File: src/core/edm_pkg.sv
package edm_pkg;
  // Register indices on the shared register port
  localparam logic [3:0] EDM_OFS_OPCTRL = 4'h0;
  localparam logic [3:0] EDM_OFS_RXBUF  = 4'h1;
  localparam logic [3:0] EDM_OFS_RXDESC = 4'h2;
  localparam logic [3:0] EDM_OFS_TXBUF  = 4'h3;
  localparam logic [3:0] EDM_OFS_TXDESC = 4'h4;
  localparam logic [3:0] EDM_OFS_MODE   = 4'h5;
  localparam logic [3:0] EDM_OFS_HSTAT  = 4'h8;
  localparam logic [3:0] EDM_OFS_HCMD   = 4'h9;
  // Operation control bit positions
  localparam int EDM_BIT_POLICY = 3;
  localparam int EDM_BIT_ADDRERR = 2;
  localparam int EDM_BIT_HALTED = 1;
  // Mode register soft reset bit
  localparam int EDM_BIT_SOFTRST = 0;
  // Reset values
  localparam logic [31:0] EDM_RST_PTR = 32'h0000_0000;
  localparam logic [31:0] EDM_RST_WORD = 32'h0000_0000;
  // Snapshot refresh interval in cycles
  localparam logic [3:0] EDM_SNAP_CYCLES = 4'h4;
  // Engine run state
  typedef enum logic [1:0] {EDM_RUN, EDM_FIFO_HALT, EDM_ADDR_STOP, EDM_NMI_HALT} edm_state_t;
endpackage

File: src/core/edm_if.sv
`timescale 1ns/1ps
// Register access link between controller and engine
interface edm_if;
  logic [3:0]  addr;   // Register index
  logic [31:0] wdata;  // Write data
  logic        wr;     // Write strobe
  logic        rd;     // Read strobe
  logic [31:0] rdata;  // Read data, cycle after rd
  modport dev (input addr, input wdata, input wr, input rd, output rdata);
  modport host (output addr, output wdata, output wr, output rd, input rdata);
endinterface

File: src/core/edm_dev.sv
`timescale 1ns/1ps
module edm_dev import edm_pkg::*; (
  input  wire logic        clk,
  input  wire logic        rst,
  input  wire logic        ce,
  edm_if.dev               regs,
  input  wire logic        nmiPin,       // Asynchronous NMI pin
  input  wire logic        txUnderflow,  // Engine event pulses
  input  wire logic        rxOverflow,
  input  wire logic        addrIllegal,
  input  wire logic [31:0] liveRxBuf,    // Live engine addresses
  input  wire logic [31:0] liveRxDesc,
  input  wire logic [31:0] liveTxBuf,
  input  wire logic [31:0] liveTxDesc,
  output logic             dmaEnable,    // Engine may run
  output logic             softReset     // One-cycle soft reset pulse
);
  logic       nmiMeta;     // Sync stage 1
  logic       nmiSync;     // Sync stage 2
  logic       nmiPrev;     // Edge detect
  logic       fifoPolicy;  // Policy bit
  logic       addrErr;     // Stop flag
  logic       nmiHalted;   // Halt flag
  logic       fifoHalt;    // Halt from FIFO error
  edm_state_t state;       // Run state
  // Pointer snapshots, one per monitored address
  logic [31:0] rxBuf;      // Rx buffer write pointer
  logic [31:0] rxDesc;     // Rx descriptor fetch pointer
  logic [31:0] txBuf;      // Tx buffer read pointer
  logic [31:0] txDesc;     // Tx descriptor fetch pointer
  logic [3:0]  snapCnt;    // Snapshot interval counter
  logic        wrCtl;      // Write to operation control
  logic        wrMode;     // Write to mode register
  logic        softRstReq; // Mode write with soft reset bit set

  ////////////////////////////////////////////////////////////////////////
  // Soft reset decode, shared by every flag that it clears
  function automatic logic softRstDecode(logic isModeWr, logic [31:0] word);
    return isModeWr && word[EDM_BIT_SOFTRST];
  endfunction

  ////////////////////////////////////////////////////////////////////////
  // Link decodes; the strobes qualify them, ce gates the flops
  assign wrCtl      = regs.wr && regs.addr == EDM_OFS_OPCTRL;
  assign wrMode     = regs.wr && regs.addr == EDM_OFS_MODE;
  assign softRstReq = softRstDecode(wrMode, regs.wdata);

  ////////////////////////////////////////////////////////////////////////
  // NMI pin synchroniser, two flops before any use
  // Edge, not level: a pin held high halts only once
  // Pin idles low, so the edge flop resets low and no false edge follows
  always_ff @(posedge clk or posedge rst) begin
    if (rst) begin
      nmiMeta <= 1'b0;
      nmiSync <= 1'b0;
      nmiPrev <= 1'b0;
    end else if (ce) begin
      nmiMeta <= nmiPin;
      nmiSync <= nmiMeta;
      nmiPrev <= nmiSync;
    end
  end

  ////////////////////////////////////////////////////////////////////////
  // Operation control flags; hardware set beats software clear
  always_ff @(posedge clk or posedge rst) begin
    if (rst) begin
      fifoPolicy <= 1'b0;
      addrErr    <= 1'b0;
      nmiHalted  <= 1'b0;
      fifoHalt   <= 1'b0;
    end else if (ce) begin
      // Policy is the only bit software sets directly
      if (wrCtl) begin
        fifoPolicy <= regs.wdata[EDM_BIT_POLICY];
      end
      // Address stop only clears through soft reset
      if (addrIllegal) begin
        addrErr <= 1'b1;
      end else if (softRstReq) begin
        addrErr <= 1'b0;  // Stop acknowledged by soft reset
      end
      // NMI halt, cleared by writing 0
      if (nmiSync && !nmiPrev) begin
        nmiHalted <= 1'b1;  // Rising edge of the synced pin
      end else if (wrCtl && !regs.wdata[EDM_BIT_HALTED]) begin
        nmiHalted <= 1'b0;
      end
      // FIFO error halts only under policy 1
      // Under policy 0 the event is dropped and the engine runs on
      if ((txUnderflow || rxOverflow) && fifoPolicy) begin
        fifoHalt <= 1'b1;
      end else if (softRstReq) begin
        fifoHalt <= 1'b0;
      end
    end
  end

  ////////////////////////////////////////////////////////////////////////
  // Run state and engine enable
  always_ff @(posedge clk or posedge rst) begin
    if (rst) begin
      state     <= EDM_RUN;
      dmaEnable <= 1'b0;
      softReset <= 1'b0;
    end else if (ce) begin
      // Soft reset pulse trails the mode write by one cycle
      softReset <= softRstReq;
      // Leaving EDM_RUN, address stop outranks NMI halt, which outranks FIFO halt
      case (state)
        EDM_RUN: begin
          if (addrErr) begin
            state <= EDM_ADDR_STOP;
          end else if (nmiHalted) begin
            state <= EDM_NMI_HALT;
          end else if (fifoHalt) begin
            state <= EDM_FIFO_HALT;
          end
        end
        EDM_NMI_HALT: begin
          // An address stop during the halt takes over
          if (addrErr) begin
            state <= EDM_ADDR_STOP;
          end else if (!nmiHalted) begin
            state <= EDM_RUN;
          end
        end
        default: begin
          // FIFO halt and address stop leave only once every flag is clear
          if (!addrErr && !fifoHalt && !nmiHalted) begin
            state <= EDM_RUN;
          end
        end
      endcase
      // Registered for a clean level; rises one cycle after state returns to EDM_RUN, drops on the same edge that state leaves it
      dmaEnable <= state == EDM_RUN && !addrErr && !nmiHalted && !fifoHalt;
    end
  end

  ////////////////////////////////////////////////////////////////////////
  // Snapshots refresh on an interval, so they lag on purpose
  // One interval copies all four at once, so they stay coherent
  // Fewer updates trade freshness for quieter flops
  always_ff @(posedge clk or posedge rst) begin
    if (rst) begin
      snapCnt <= 4'h0;
      rxBuf   <= EDM_RST_PTR;
      rxDesc  <= EDM_RST_PTR;
      txBuf   <= EDM_RST_PTR;
      txDesc  <= EDM_RST_PTR;
    end else if (ce) begin
      if (snapCnt == EDM_SNAP_CYCLES - 4'h1) begin
        snapCnt <= 4'h0;
        // Bus writes never touch these
        rxBuf   <= liveRxBuf;
        rxDesc  <= liveRxDesc;
        txBuf   <= liveTxBuf;
        txDesc  <= liveTxDesc;
      end else begin
        snapCnt <= snapCnt + 4'h1;
      end
    end
  end

  ////////////////////////////////////////////////////////////////////////
  // Read data, one cycle after the strobe only
  always_ff @(posedge clk or posedge rst) begin
    if (rst) begin
      regs.rdata <= EDM_RST_WORD;
    end else if (ce) begin
      // Default zero covers mode, unmapped and idle cycles
      regs.rdata <= EDM_RST_WORD;
      if (regs.rd) begin
        if (regs.addr == EDM_OFS_OPCTRL) begin
          // Operation control assembled bit by bit
          // Reserved 31:4 and 0 stay zero
          regs.rdata[EDM_BIT_POLICY]  <= fifoPolicy;
          regs.rdata[EDM_BIT_ADDRERR] <= addrErr;
          regs.rdata[EDM_BIT_HALTED]  <= nmiHalted;
        end else if (regs.addr == EDM_OFS_RXBUF) begin
          regs.rdata <= rxBuf;
        end else if (regs.addr == EDM_OFS_RXDESC) begin
          regs.rdata <= rxDesc;
        end else if (regs.addr == EDM_OFS_TXBUF) begin
          regs.rdata <= txBuf;
        end else if (regs.addr == EDM_OFS_TXDESC) begin
          regs.rdata <= txDesc;
        end
      end
    end
  end
endmodule // edm_dev

File: src/flat_wrapper.sv
// flat-port wrapper written by rule: the top's interface ports become plain ports
module edm_dev_flat import edm_pkg::*;
  (clk, rst, ce, nmiPin, txUnderflow, rxOverflow, addrIllegal, liveRxBuf, liveRxDesc, liveTxBuf, liveTxDesc, dmaEnable, softReset, regs_addr, regs_wdata, regs_wr, regs_rd, regs_rdata);
  edm_if regs_i ();
  input  wire logic clk;
  input  wire logic rst;
  input  wire logic ce;
  input  wire logic nmiPin;
  input  wire logic txUnderflow;
  input  wire logic rxOverflow;
  input  wire logic addrIllegal;
  input  wire logic [31:0] liveRxBuf;
  input  wire logic [31:0] liveRxDesc;
  input  wire logic [31:0] liveTxBuf;
  input  wire logic [31:0] liveTxDesc;
  output logic dmaEnable;
  output logic softReset;
  input wire logic [$bits(regs_i.addr)-1:0] regs_addr;
  input wire logic [$bits(regs_i.wdata)-1:0] regs_wdata;
  input wire logic [$bits(regs_i.wr)-1:0] regs_wr;
  input wire logic [$bits(regs_i.rd)-1:0] regs_rd;
  output wire logic [$bits(regs_i.rdata)-1:0] regs_rdata;
  assign regs_i.addr = regs_addr;
  assign regs_i.wdata = regs_wdata;
  assign regs_i.wr = regs_wr;
  assign regs_i.rd = regs_rd;
  assign regs_rdata = regs_i.rdata;
  edm_dev u_core (.clk(clk), .rst(rst), .ce(ce), .regs(regs_i), .nmiPin(nmiPin), .txUnderflow(txUnderflow), .rxOverflow(rxOverflow), .addrIllegal(addrIllegal), .liveRxBuf(liveRxBuf), .liveRxDesc(liveRxDesc), .liveTxBuf(liveTxBuf), .liveTxDesc(liveTxDesc), .dmaEnable(dmaEnable), .softReset(softReset));
endmodule
File: config.mk
export PLATFORM = sky130hd
export DESIGN_NAME = edm_dev_flat
export DESIGN_NICKNAME = d
export VERILOG_FILES = /design/src/core/edm_pkg.sv /design/src/core/edm_if.sv /design/src/core/edm_dev.sv /design/src/flat_wrapper.sv
export SDC_FILE = /design/constraint.sdc
export NUM_CORES = 1
export LEC_CHECK = 0
export ABC_AREA = 1
export ABC_CLOCK_PERIOD_IN_PS = 4800
export BUFFER_PORTS_ARGS = -buffer_cell sky130_fd_sc_hd__buf_2
export CAP_MARGIN = 10
export CORE_MARGIN = 5
export CORE_UTILIZATION = 48
export DETAILED_ROUTE_END_ITERATION = 10
export GPL_TIMING_DRIVEN = 0
export PLACE_DENSITY_LB_ADDON = 0.08
export SLEW_MARGIN = 10
export SYNTH_ARGS = -nofsm -noshare
export SYNTH_HDL_FRONTEND = slang
export SYNTH_SLANG_ARGS = --single-unit
export TNS_END_PERCENT = 20
File: constraint.sdc
create_clock -name clk -period 4.8 [get_ports clk]
set_input_delay 0.48 -clock clk [delete_from_list [all_inputs] [get_ports clk]]
set_output_delay 0.48 -clock clk [all_outputs]
set_load 0.01 [all_outputs]
==> impl_metrics.py, run 1 <==
metrics = {
    "drt": {
        "drc": 0,
        "antenna_left": 0,
        "drt_wl_total_mm": 23.7,
        "vias": 7170,
        "via_per_inst": 4.94,
        "post_drt_wl_per_cell_um": 16.3,
        "dr.first_iter.drc_count": 513,
        "first_pass_iters": 5,
    },
    "setup_path": {
        "critPathLaunchType": "register",
        "rrSetupSlack_ns": 2.98,
        "reg2reg_from": "u_core.snapCnt[0]$_DFFE_PP0P_",
        "rr_worst_depth": 5,
        "critPathMaxFanout": 10,
        "arrival_ns": 2.09,
        "cp-startpoint": "u_core.snapCnt[0]$_DFFE_PP0P_",
        "crit_type": "register to register",
        "end_kind": "register",
        "worstPathRequired_ns": 5.07,
    },
    "global_routing": {
        "grt_pass1_vias": 7122,
        "use_met3_pct": 4.02,
        "grtUsageTotal_pct": 24.6,
        "grt_max_degree": 39,
        "top_usage_layer": "met2",
        "antenna_found_initial": 0,
        "grt_first_pass_wirelength_mm": 37.8,
        "grt_use_met2_pct": 39.0,
        "grt_use_met1_pct": 35.0,
        "overflow": 0,
    },
    "yosys": {
        "yosys.area_share.xor_xnor_pct": 0.215,
        "yosysTopAreaCell": "dfrtp_1",
        "synth_compound_area_share_pct": 10.5,
        "synth_area_leaders": "dfrtp_1 (54%), nand2_1 (18%), inv_1 (5.1%)",
        "synth_cell_type_count": 29,
        "syn_inst": 1017,
        "synth_warnings": 0,
        "synth-simple-area-share_pct": 24.9,
        "synth_top_family_by_area": "simple AND/OR/NAND/NOR gates",
        "synth_top_area_share_pct": 53.9,
        "synth_mux_area_share_pct": 0,
        "synthAdderAreaFrac_pct": 0.462,
        "syn_avg_cell_area_um2": 7.99,
        "synth.cell_area_mm2": 0.00813,
        "ys_seq_area_share_pct": 53.9,
        "ys_ff_latch": 175,
        "synth_nets": 1193,
    },
    "pwr": {
        "p_leak_nw": 5.49,
        "ir_worst_vdd_mv": 0.287,
        "p_per_area_mw_per_mm2": 473,
        "internal_power_mw": 3.15,
        "power_frac_seq_pct": 48.3,
        "power_frac_comb_pct": 25.4,
        "switching_power_mw": 1.53,
        "swShare_pct": 32.7,
        "clock_power_share_pct": 26.3,
        "finalPower_mw": 4.69,
    },
    "job": {
        "drv_cap": 0,
    },
    "placement": {
        "gp_congestion": 0.866,
        "portBuffers": 177,
        "hpwl_mm": 18.4,
        "dpl_worst_slack_ns": 2.87,
        "placed_cells": 1419,
        "place_area_mm2": 0.00940,
    },
    "min_path": {
        "worstHoldPathType": "input port to async pin",
    },
    "clocking": {
        "root_buffer": "clkbuf_16",
        "post_cts_resized": 0,
        "cts.sinks": 175,
        "clk_pin_slew_ns": 0.06,
        "cts_setup_buffers": 0,
        "cts_tree": "done",
        "numCtsBuffers": 17,
        "cts_htree_levels": 4,
        "cts_hold_buffers": 0,
        "insertion_delay_ns": 0.42,
        "cts_buffer_depth": 2,
    },
    "finish": {
        "final_core_util_pct": 59.8,
        "layout_commonest_cell": "nand2_1",
        "final_cell_mix": "nand2_1 (392), buf_2 (195), dfrtp_1 (175)",
        "diodes": 0,
        "final_nets": 1394,
        "final_cell_area_mm2": 0.00992,
        "area_growth_pct": 22.0,
        "final_cells": 1450,
        "drive_above_1_share_pct": 22.6,
    },
    "sta": {
        "setup_tns_ns": 0,
        "setup_viol": 0,
        "worst_pin_slew_ns": 0.587,
        "grt_setup_unrepaired": "no",
        "period_needed_ns": 1.82,
        "slew_viol_final": 0,
        "holdWs_ns": 0.0820,
        "setup_ws_ns": 2.98,
        "max_freq_mhz": 551,
        "fin_crit_sh_pct": 37.8,
        "slew_headroom_pct": 60.9,
        "hold_violations": 0,
        "fin_worst_skew_ns": 0.00747,
    },
    "status": {
        "status": "complete, no violations",
    },
    "die": {
        "row_count": 47,
        "ios": 207,
        "core_area_mm2": 0.0166,
        "dieArea_mm2": 0.0196,
        "die_y_um": 140,
        "die_x_um": 140,
        "initial_core_util_pct": 49.0,
    },
}
[power by group through the flow]
stage	combinational [mW]	clock (mW)	sequential (mW)
6_report	1.19	1.23	2.26
5_1_grt	1.38	1.31	2.31
3_3_place_gp	1.14	0	2.27
4_1_cts	1.20	1.25	2.26
2_1_floorplan	0.825	0	2.24
3_5_place_dp	1.19	0	2.28
[layer usage]
metal,up-vias,share of wire (%)
li1,3567,-
met4,0,2.0
met5,-,0
met2,225,47
met1,3345,45
met3,33,6.0
[cells in the mapped netlist (all sizes together)]
master,instances
a21oi,28
o21a,1
nand2,396
nand3b,2
xnor2,2
o21ai,134
dfrtp,175
ha,3
o21bai,2
nor2,16
inv,116
o211ai,2
o31ai,1
nand3,77
nor3,2
nand4,1
clkbuf,14
buf,45
[worst max-delay path, stage by stage, from the launching register on]
cell,delay [ns]
dfrtp_1,0.38
ha_1,0.19
nand3_2,0.23
inv_2,0.19
clkbuf_1,0.48
o21ai_0,0.19
[kinds of logic after synthesis]
family          after synthesis
simple gates                494
buf+inv                     175
flops                       175
compound gates              168
fa+ha+maj                     3
xor+xnor                      2
[cell type report]
type	count	area (um^2)
clock inverter	13	75.1
fill	1607	6670
buffer	59	384
sequential	175	4380
inverter	116	439
clock buffer	18	439
tap	220	275
timing repair buffer	182	993
multi-input combinational	667	2930
[path summary, 6_finish.rpt]
path | endpoint
setup / recovery | u_core.rxDesc[19]$_DFFE_PP0P_
hold / removal | u_core.regs.rdata[23]$_DFFE_PP0P_
setup reg to reg | u_core.rxDesc[19]$_DFFE_PP0P_
hold reg to reg | u_core.nmiHalted$_DFFE_PP0P_
max in group asynchronous | u_core.rxBuf[3]$_DFFE_PP0P_
min in group clk | u_core.rxBuf[2]$_DFFE_PP0P_
[registers in the layout, indices dropped and copies added, names as in the netlist]
name / count
u_core.nmiPrev: 1
u_core.nmiHalted: 1
u_core.rxBuf: 32
u_core.fifoPolicy: 1
u_core.nmiSync: 1
u_core.softReset: 1
u_core.dmaEnable: 1
u_core.state: 2
u_core.regs.rdata: 32
u_core.addrErr: 1
u_core.snapCnt: 4
u_core.txDesc: 32
u_core.rxDesc: 32
u_core.fifoHalt: 1
u_core.txBuf: 32
u_core.nmiMeta: 1
No activity file was read; power rests on OpenSTA's default activity.
==> run 2: changes to the inputs <==
Settings changed: ABC_CLOCK_PERIOD_IN_PS 4800 to 1800, CORE_UTILIZATION 48 to 53.
Clock period 4.8 ns to 1.8 ns, I/O delays scaled along.
==> run 2 against run 1 <==
Worst setup slack worse by 2.9 ns. Global-route usage up 3.8 points. Non-clock buffer count up 114. Power rose to 2.8 times the previous value. Worst hold slack worse by 0.081 ns. Critical path type unchanged. Highest routed layer unchanged.
==> impl_metrics.py, run 2 (synthesized netlist as in run 1, its figures left out) <==
metrics = {
    "finish": {
        "final_cells": 1530,
        "drive_above_1_share_pct": 20.3,
        "final_cell_mix": "nand2_1 (392), buf_2 (193), dfrtp_1 (175)",
        "area_growth_pct": 35.9,
        "final_core_util_pct": 72.9,
        "multi_input_area_mm2": 0.00293,
        "fillers": 1191,
        "diodes": 0,
        "ff_latch_area_mm2": 0.00438,
        "layout_commonest_cell": "nand2_1",
        "final_nets": 1508,
    },
    "drt": {
        "drc": 0,
        "post_drt_wl_per_cell_um": 16.3,
        "vias": 7857,
        "via_per_inst": 5.14,
        "drt_wl_total_mm": 25.0,
        "antenna_left": 0,
        "first_pass_iters": 5,
        "dr.first_iter.drc_count": 595,
    },
    "sta": {
        "fin_worst_skew_ns": 0.00718,
        "fin_crit_sh_pct": 97.3,
        "worst_pin_slew_ns": 0.518,
        "slew_headroom_pct": 65.4,
        "grt_setup_unrepaired": "yes",
        "max_freq_mhz": 571,
        "holdWs_ns": 0.000873,
        "slew_viol_final": 0,
        "setup_viol": 0,
        "hold_violations": 0,
        "period_needed_ns": 1.75,
    },
    "min_path": {
        "worstHoldPathType": "input port to register",
    },
    "die": {
        "die_x_um": 134,
        "row_count": 45,
        "initial_core_util_pct": 53.7,
        "ios": 207,
        "core_area_mm2": 0.0151,
        "die_y_um": 134,
        "dieArea_mm2": 0.0179,
    },
    "setup_path": {
        "cp_slowest_stage_delay_ns": 0.38,
        "critPathLaunchType": "register",
        "end_kind": "register",
        "cp_cell_sequence": "ha_1 -> nand3_2 -> inv_2 -> buf_4 -> buf_4 -> nand2_1 -> o21ai_0",
        "worstPathRequired_ns": 2.13,
        "rrSetupSlack_ns": 0.05,
        "cp_common_cell": "buf_4",
        "slowest_stage": "dfrtp_1",
        "cp-startpoint": "u_core.snapCnt[0]$_DFFE_PP0P_",
        "arrival_ns": 2.08,
        "rr_worst_depth": 7,
        "r2r-end": "u_core.rxDesc[8]$_DFFE_PP0P_",
        "reg2reg_from": "u_core.snapCnt[0]$_DFFE_PP0P_",
        "crit_path_end": "u_core.rxDesc[8]$_DFFE_PP0P_",
        "critPathMaxFanout": 10,
        "crit_type": "register to register",
    },
    "clocking": {
        "cts_htree_levels": 4,
        "cts_setup_buffers": 0,
        "cts.sinks": 175,
        "numCtsBuffers": 17,
        "cts_buffer_depth": 2,
        "insertion_delay_ns": 0.42,
        "cts_tree": "done",
        "root_buffer": "clkbuf_16",
        "clk_pin_slew_ns": 0.06,
    },
    "global_routing": {
        "overflow": 0,
        "grt_first_pass_wirelength_mm": 39.8,
        "antenna_found_initial": 0,
        "grt_max_degree": 40,
        "grtUsageTotal_pct": 28.4,
        "grt_pass1_vias": 7762,
    },
    "pwr": {
        "ir_worst_vdd_mv": 0.753,
        "p_leak_nw": 5.96,
        "p_per_area_mw_per_mm2": 1180,
        "finalPower_mw": 13.0,
    },
    "placement": {
        "hpwl_mm": 17.7,
        "gp_congestion": 0.879,
        "placed_cells": 1387,
        "portBuffers": 177,
    },
    "status": {
        "status": "complete, no violations",
    },
    "job": {
        "drv_cap": 0,
    },
}
==> run 2: where the power goes <==
group	switching (mW)	internal (mW)
clock	1.47	2.05
combinational	2.07	1.35
sequential	0.586	5.45
==> run 2: per-layer routing <==
metal	vias up	track usage, %	routed length [um]
met5	-	0	0
met4	0	9.26	675
met3	50	4.99	1840
met2	293	46.3	11700
met1	3712	39.0	10800
li1	3802	-	-
==> run 2: final cells by class <==
class	count	share of cell area, %
Sequential cell	175	39.6
Clock inverter	7	0.815
Inverter	116	3.98
Multi-Input combinational cell	667	26.5
Clock buffer	22	4.11
Buffer	59	3.53
Tap cell	188	2.13
Timing Repair Buffer	296	19.3
==> run 2: how the worst min path moves through the flow <==
stage | cells past startpoint | start | to | slack (ns)
after floorplan | 2 | liveRxBuf[0] | u_core.rxBuf[0]$_DFFE_PP0P_ | 0.29
after global placement | 3 | liveTxBuf[29] | u_core.txBuf[29]$_DFFE_PP0P_ | 0.38
after detailed placement | 2 | rst | u_core.regs.rdata[15]$_DFFE_PP0P_ | 0.15
after CTS | 3 | liveRxBuf[6] | u_core.rxBuf[6]$_DFFE_PP0P_ | 0.0003
after global routing | 3 | liveRxBuf[7] | u_core.rxBuf[7]$_DFFE_PP0P_ | 0.007
final | 3 | liveRxDesc[3] | u_core.rxDesc[3]$_DFFE_PP0P_ | 0.0009
==> run 2: repair_timing <==
item / in CTS / in global routing
hold endpoints to repair: 151 / 0
hold buffers: 114 / 0
gates resized for setup: 0 / 4
setup endpoints to repair: 0 / 24
==> run 2: critical path, delay by kind of cell (launching register included) <==
family,cells,cell delay (ns)
AOI/OAI and AO/OA,1,0.09
adders and majority gates,1,0.20
buffers and inverters,3,0.65
DFF,1,0.38
and+or+nand+nor,2,0.33
==> run 2: metrics by stage <==
stage	TNS (ns)	worst slack, ns	instance area (um^2)
floorplan	-108.26	-0.619	8130
global placement	-294.95	-1.70	9260
detailed placement	0	0.0291	9360
CTS	0	0.0141	11000
global route	-0.0553	-0.0208	11000
finish	0	0.0490	11000
==> run 3: changes to the inputs <==
Settings changed: CORE_MARGIN 5 to not set.
==> run 3 against run 2 <==
Die area is 12% lower. Worst hold slack improved by 0.0093 ns. Clock-buffer cell count grew 2. Sequential power about the same.
==> impl_metrics.py, run 3 (synthesized netlist as in run 1, its figures left out) <==
metrics = {
    "setup_path": {
        "slowest_stage": "dfrtp_1",
        "crit_family": "buffers and inverters",
        "arrival_ns": 2.07,
        "worstPathRequired_ns": 2.15,
        "cp_common_cell": "buf_4",
        "critPathMaxFanout": 10,
        "end_kind": "register",
        "critPathLaunchType": "register",
        "crit_type": "register to register",
        "cp_slowest_stage_delay_ns": 0.40,
        "path_buf_inv": 3,
        "cp_cell_sequence": "nor2_1 -> nand3_4 -> inv_2 -> buf_4 -> buf_4 -> nand2_1 -> o21ai_1",
    },
    "clocking": {
        "cts_buffer_depth": 2,
        "clk_pin_slew_ns": 0.07,
        "insertion_delay_ns": 0.44,
        "cts_htree_levels": 4,
        "cts.sinks": 175,
        "root_buffer": "clkbuf_16",
        "cts_tree": "done",
        "numCtsBuffers": 17,
    },
    "sta": {
        "setup_viol": 0,
        "worst_pin_slew_ns": 0.536,
        "fin_crit_sh_pct": 95.6,
        "max_freq_mhz": 581,
        "fin_worst_skew_ns": 0.00726,
        "slew_viol_final": 0,
        "hold_violations": 0,
        "slew_headroom_pct": 64.2,
        "period_needed_ns": 1.72,
    },
    "die": {
        "core_area_mm2": 0.0148,
        "initial_core_util_pct": 55.1,
        "die_x_um": 126,
        "dieArea_mm2": 0.0158,
        "die_y_um": 126,
        "row_count": 44,
        "ios": 207,
    },
    "drt": {
        "dr.first_iter.drc_count": 606,
        "first_pass_iters": 5,
        "drt_wl_total_mm": 25.6,
        "vias": 7979,
        "antenna_left": 0,
        "via_per_inst": 5.18,
        "drc": 0,
        "post_drt_wl_per_cell_um": 16.6,
    },
    "finish": {
        "final_cell_mix": "nand2_1 (392), buf_2 (194), dfrtp_1 (175)",
        "area_growth_pct": 37.9,
        "fillers": 1116,
        "layout_commonest_cell": "nand2_1",
        "ff_latch_area_mm2": 0.00438,
        "final_nets": 1521,
        "drive_above_1_share_pct": 20.4,
        "final_core_util_pct": 76.0,
        "final_cells": 1541,
        "diodes": 0,
        "multi_input_area_mm2": 0.00294,
    },
    "global_routing": {
        "grt_use_met2_pct": 55.4,
        "use_met3_pct": 5.48,
        "grtUsageTotal_pct": 33.7,
        "antenna_found_initial": 0,
        "top_usage_layer": "met2",
        "grt_pass1_vias": 7824,
        "grt_max_degree": 39,
        "grt_first_pass_wirelength_mm": 40.1,
        "grt_use_met1_pct": 44.6,
        "overflow": 0,
    },
    "pwr": {
        "ir_worst_vdd_mv": 0.763,
        "p_per_area_mw_per_mm2": 1180,
        "finalPower_mw": 13.2,
        "p_leak_nw": 6.04,
    },
    "placement": {
        "portBuffers": 177,
        "placed_cells": 1383,
        "gp_congestion": 0.904,
        "hpwl_mm": 17.0,
    },
    "min_path": {
        "worstHoldPathType": "input port to register",
    },
    "job": {
        "drv_cap": 0,
    },
    "status": {
        "status": "complete, no violations",
    },
}
run 3: worst paths after layout:
| path | from | to | slack [ns] | cells past startpoint |
|---|---|---|---|---|
| setup / recovery | u_core.snapCnt[2]$_DFFE_PP0P_ | u_core.txDesc[19]$_DFFE_PP0P_ | 0.08 | 7 |
| hold / removal | liveRxBuf[9] | u_core.rxBuf[9]$_DFFE_PP0P_ | 0.01 | 3 |
| setup reg to reg | u_core.snapCnt[2]$_DFFE_PP0P_ | u_core.txDesc[19]$_DFFE_PP0P_ | 0.08 | 7 |
| hold reg to reg | u_core.nmiMeta$_DFFE_PP0P_ | u_core.nmiMeta$_DFFE_PP0P_ | 0.47 | 2 |
| max in group asynchronous | rst | u_core.nmiSync$_DFFE_PP0P_ | 0.69 | 5 |
| min in group asynchronous | rst | u_core.regs.rdata[15]$_DFFE_PP0P_ | 0.34 | 3 |
run 3: repair_timing:
action / 4_1_cts / 5_1_grt
resized for setup: 0 / 8
endpoints found under the setup margin: 0 / 83
buffers inserted: 0 / 0
endpoints found under the hold margin: 143 / 0
hold buffers: 127 / 0
run 3: layout make-up:
| cell class | count | share of cell area, % |
|---|---|---|
| plain buffers | 59 | 3.48 |
| clock buffers | 24 | 4.30 |
| clock inverters | 7 | 0.759 |
| inverters | 116 | 3.92 |
| multi-input cells | 667 | 26.2 |
| flip-flops and latches | 175 | 39.1 |
| well taps | 184 | 2.05 |
| repair buffers | 309 | 20.2 |
run 3: worst register-to-register path, cell delays in order (launching register included):
cell,delay [ns]
dfrtp_1,0.40
nor2_1,0.23
nand3_4,0.21
inv_2,0.16
buf_4,0.21
buf_4,0.21
nand2_1,0.10
o21ai_1,0.12
run 3: stage by stage:
stage | hold WS [ns] | instance area [um^2] | TNS (ns) | setup WS, ns
6_report | 0.0102 | 11200 | 0 | 0.0795
3_3_place_gp | 0.375 | 9250 | -299.28 | -1.72
3_5_place_dp | 0.251 | 9360 | 0 | 0.0526
5_1_grt | 0.0184 | 11200 | -0.187 | -0.0293
2_1_floorplan | 0.290 | 8130 | -108.26 | -0.619
4_1_cts | 0.00247 | 11200 | 0 | 0.00332
run 3: where the power goes:
part / internal, mW / switching [mW] / total [mW]
Clock: 2.13 / 1.49 / 3.62
Sequential: 5.46 / 0.616 / 6.07
Combinational: 1.38 / 2.14 / 3.52
run 3: layer usage:
layer | share of wire [%] | vias up
li1 | - | 3826
met1 | 42 | 3744
met2 | 48 | 340
met3 | 6.6 | 69
met4 | 3.2 | 0
met5 | 0 | -
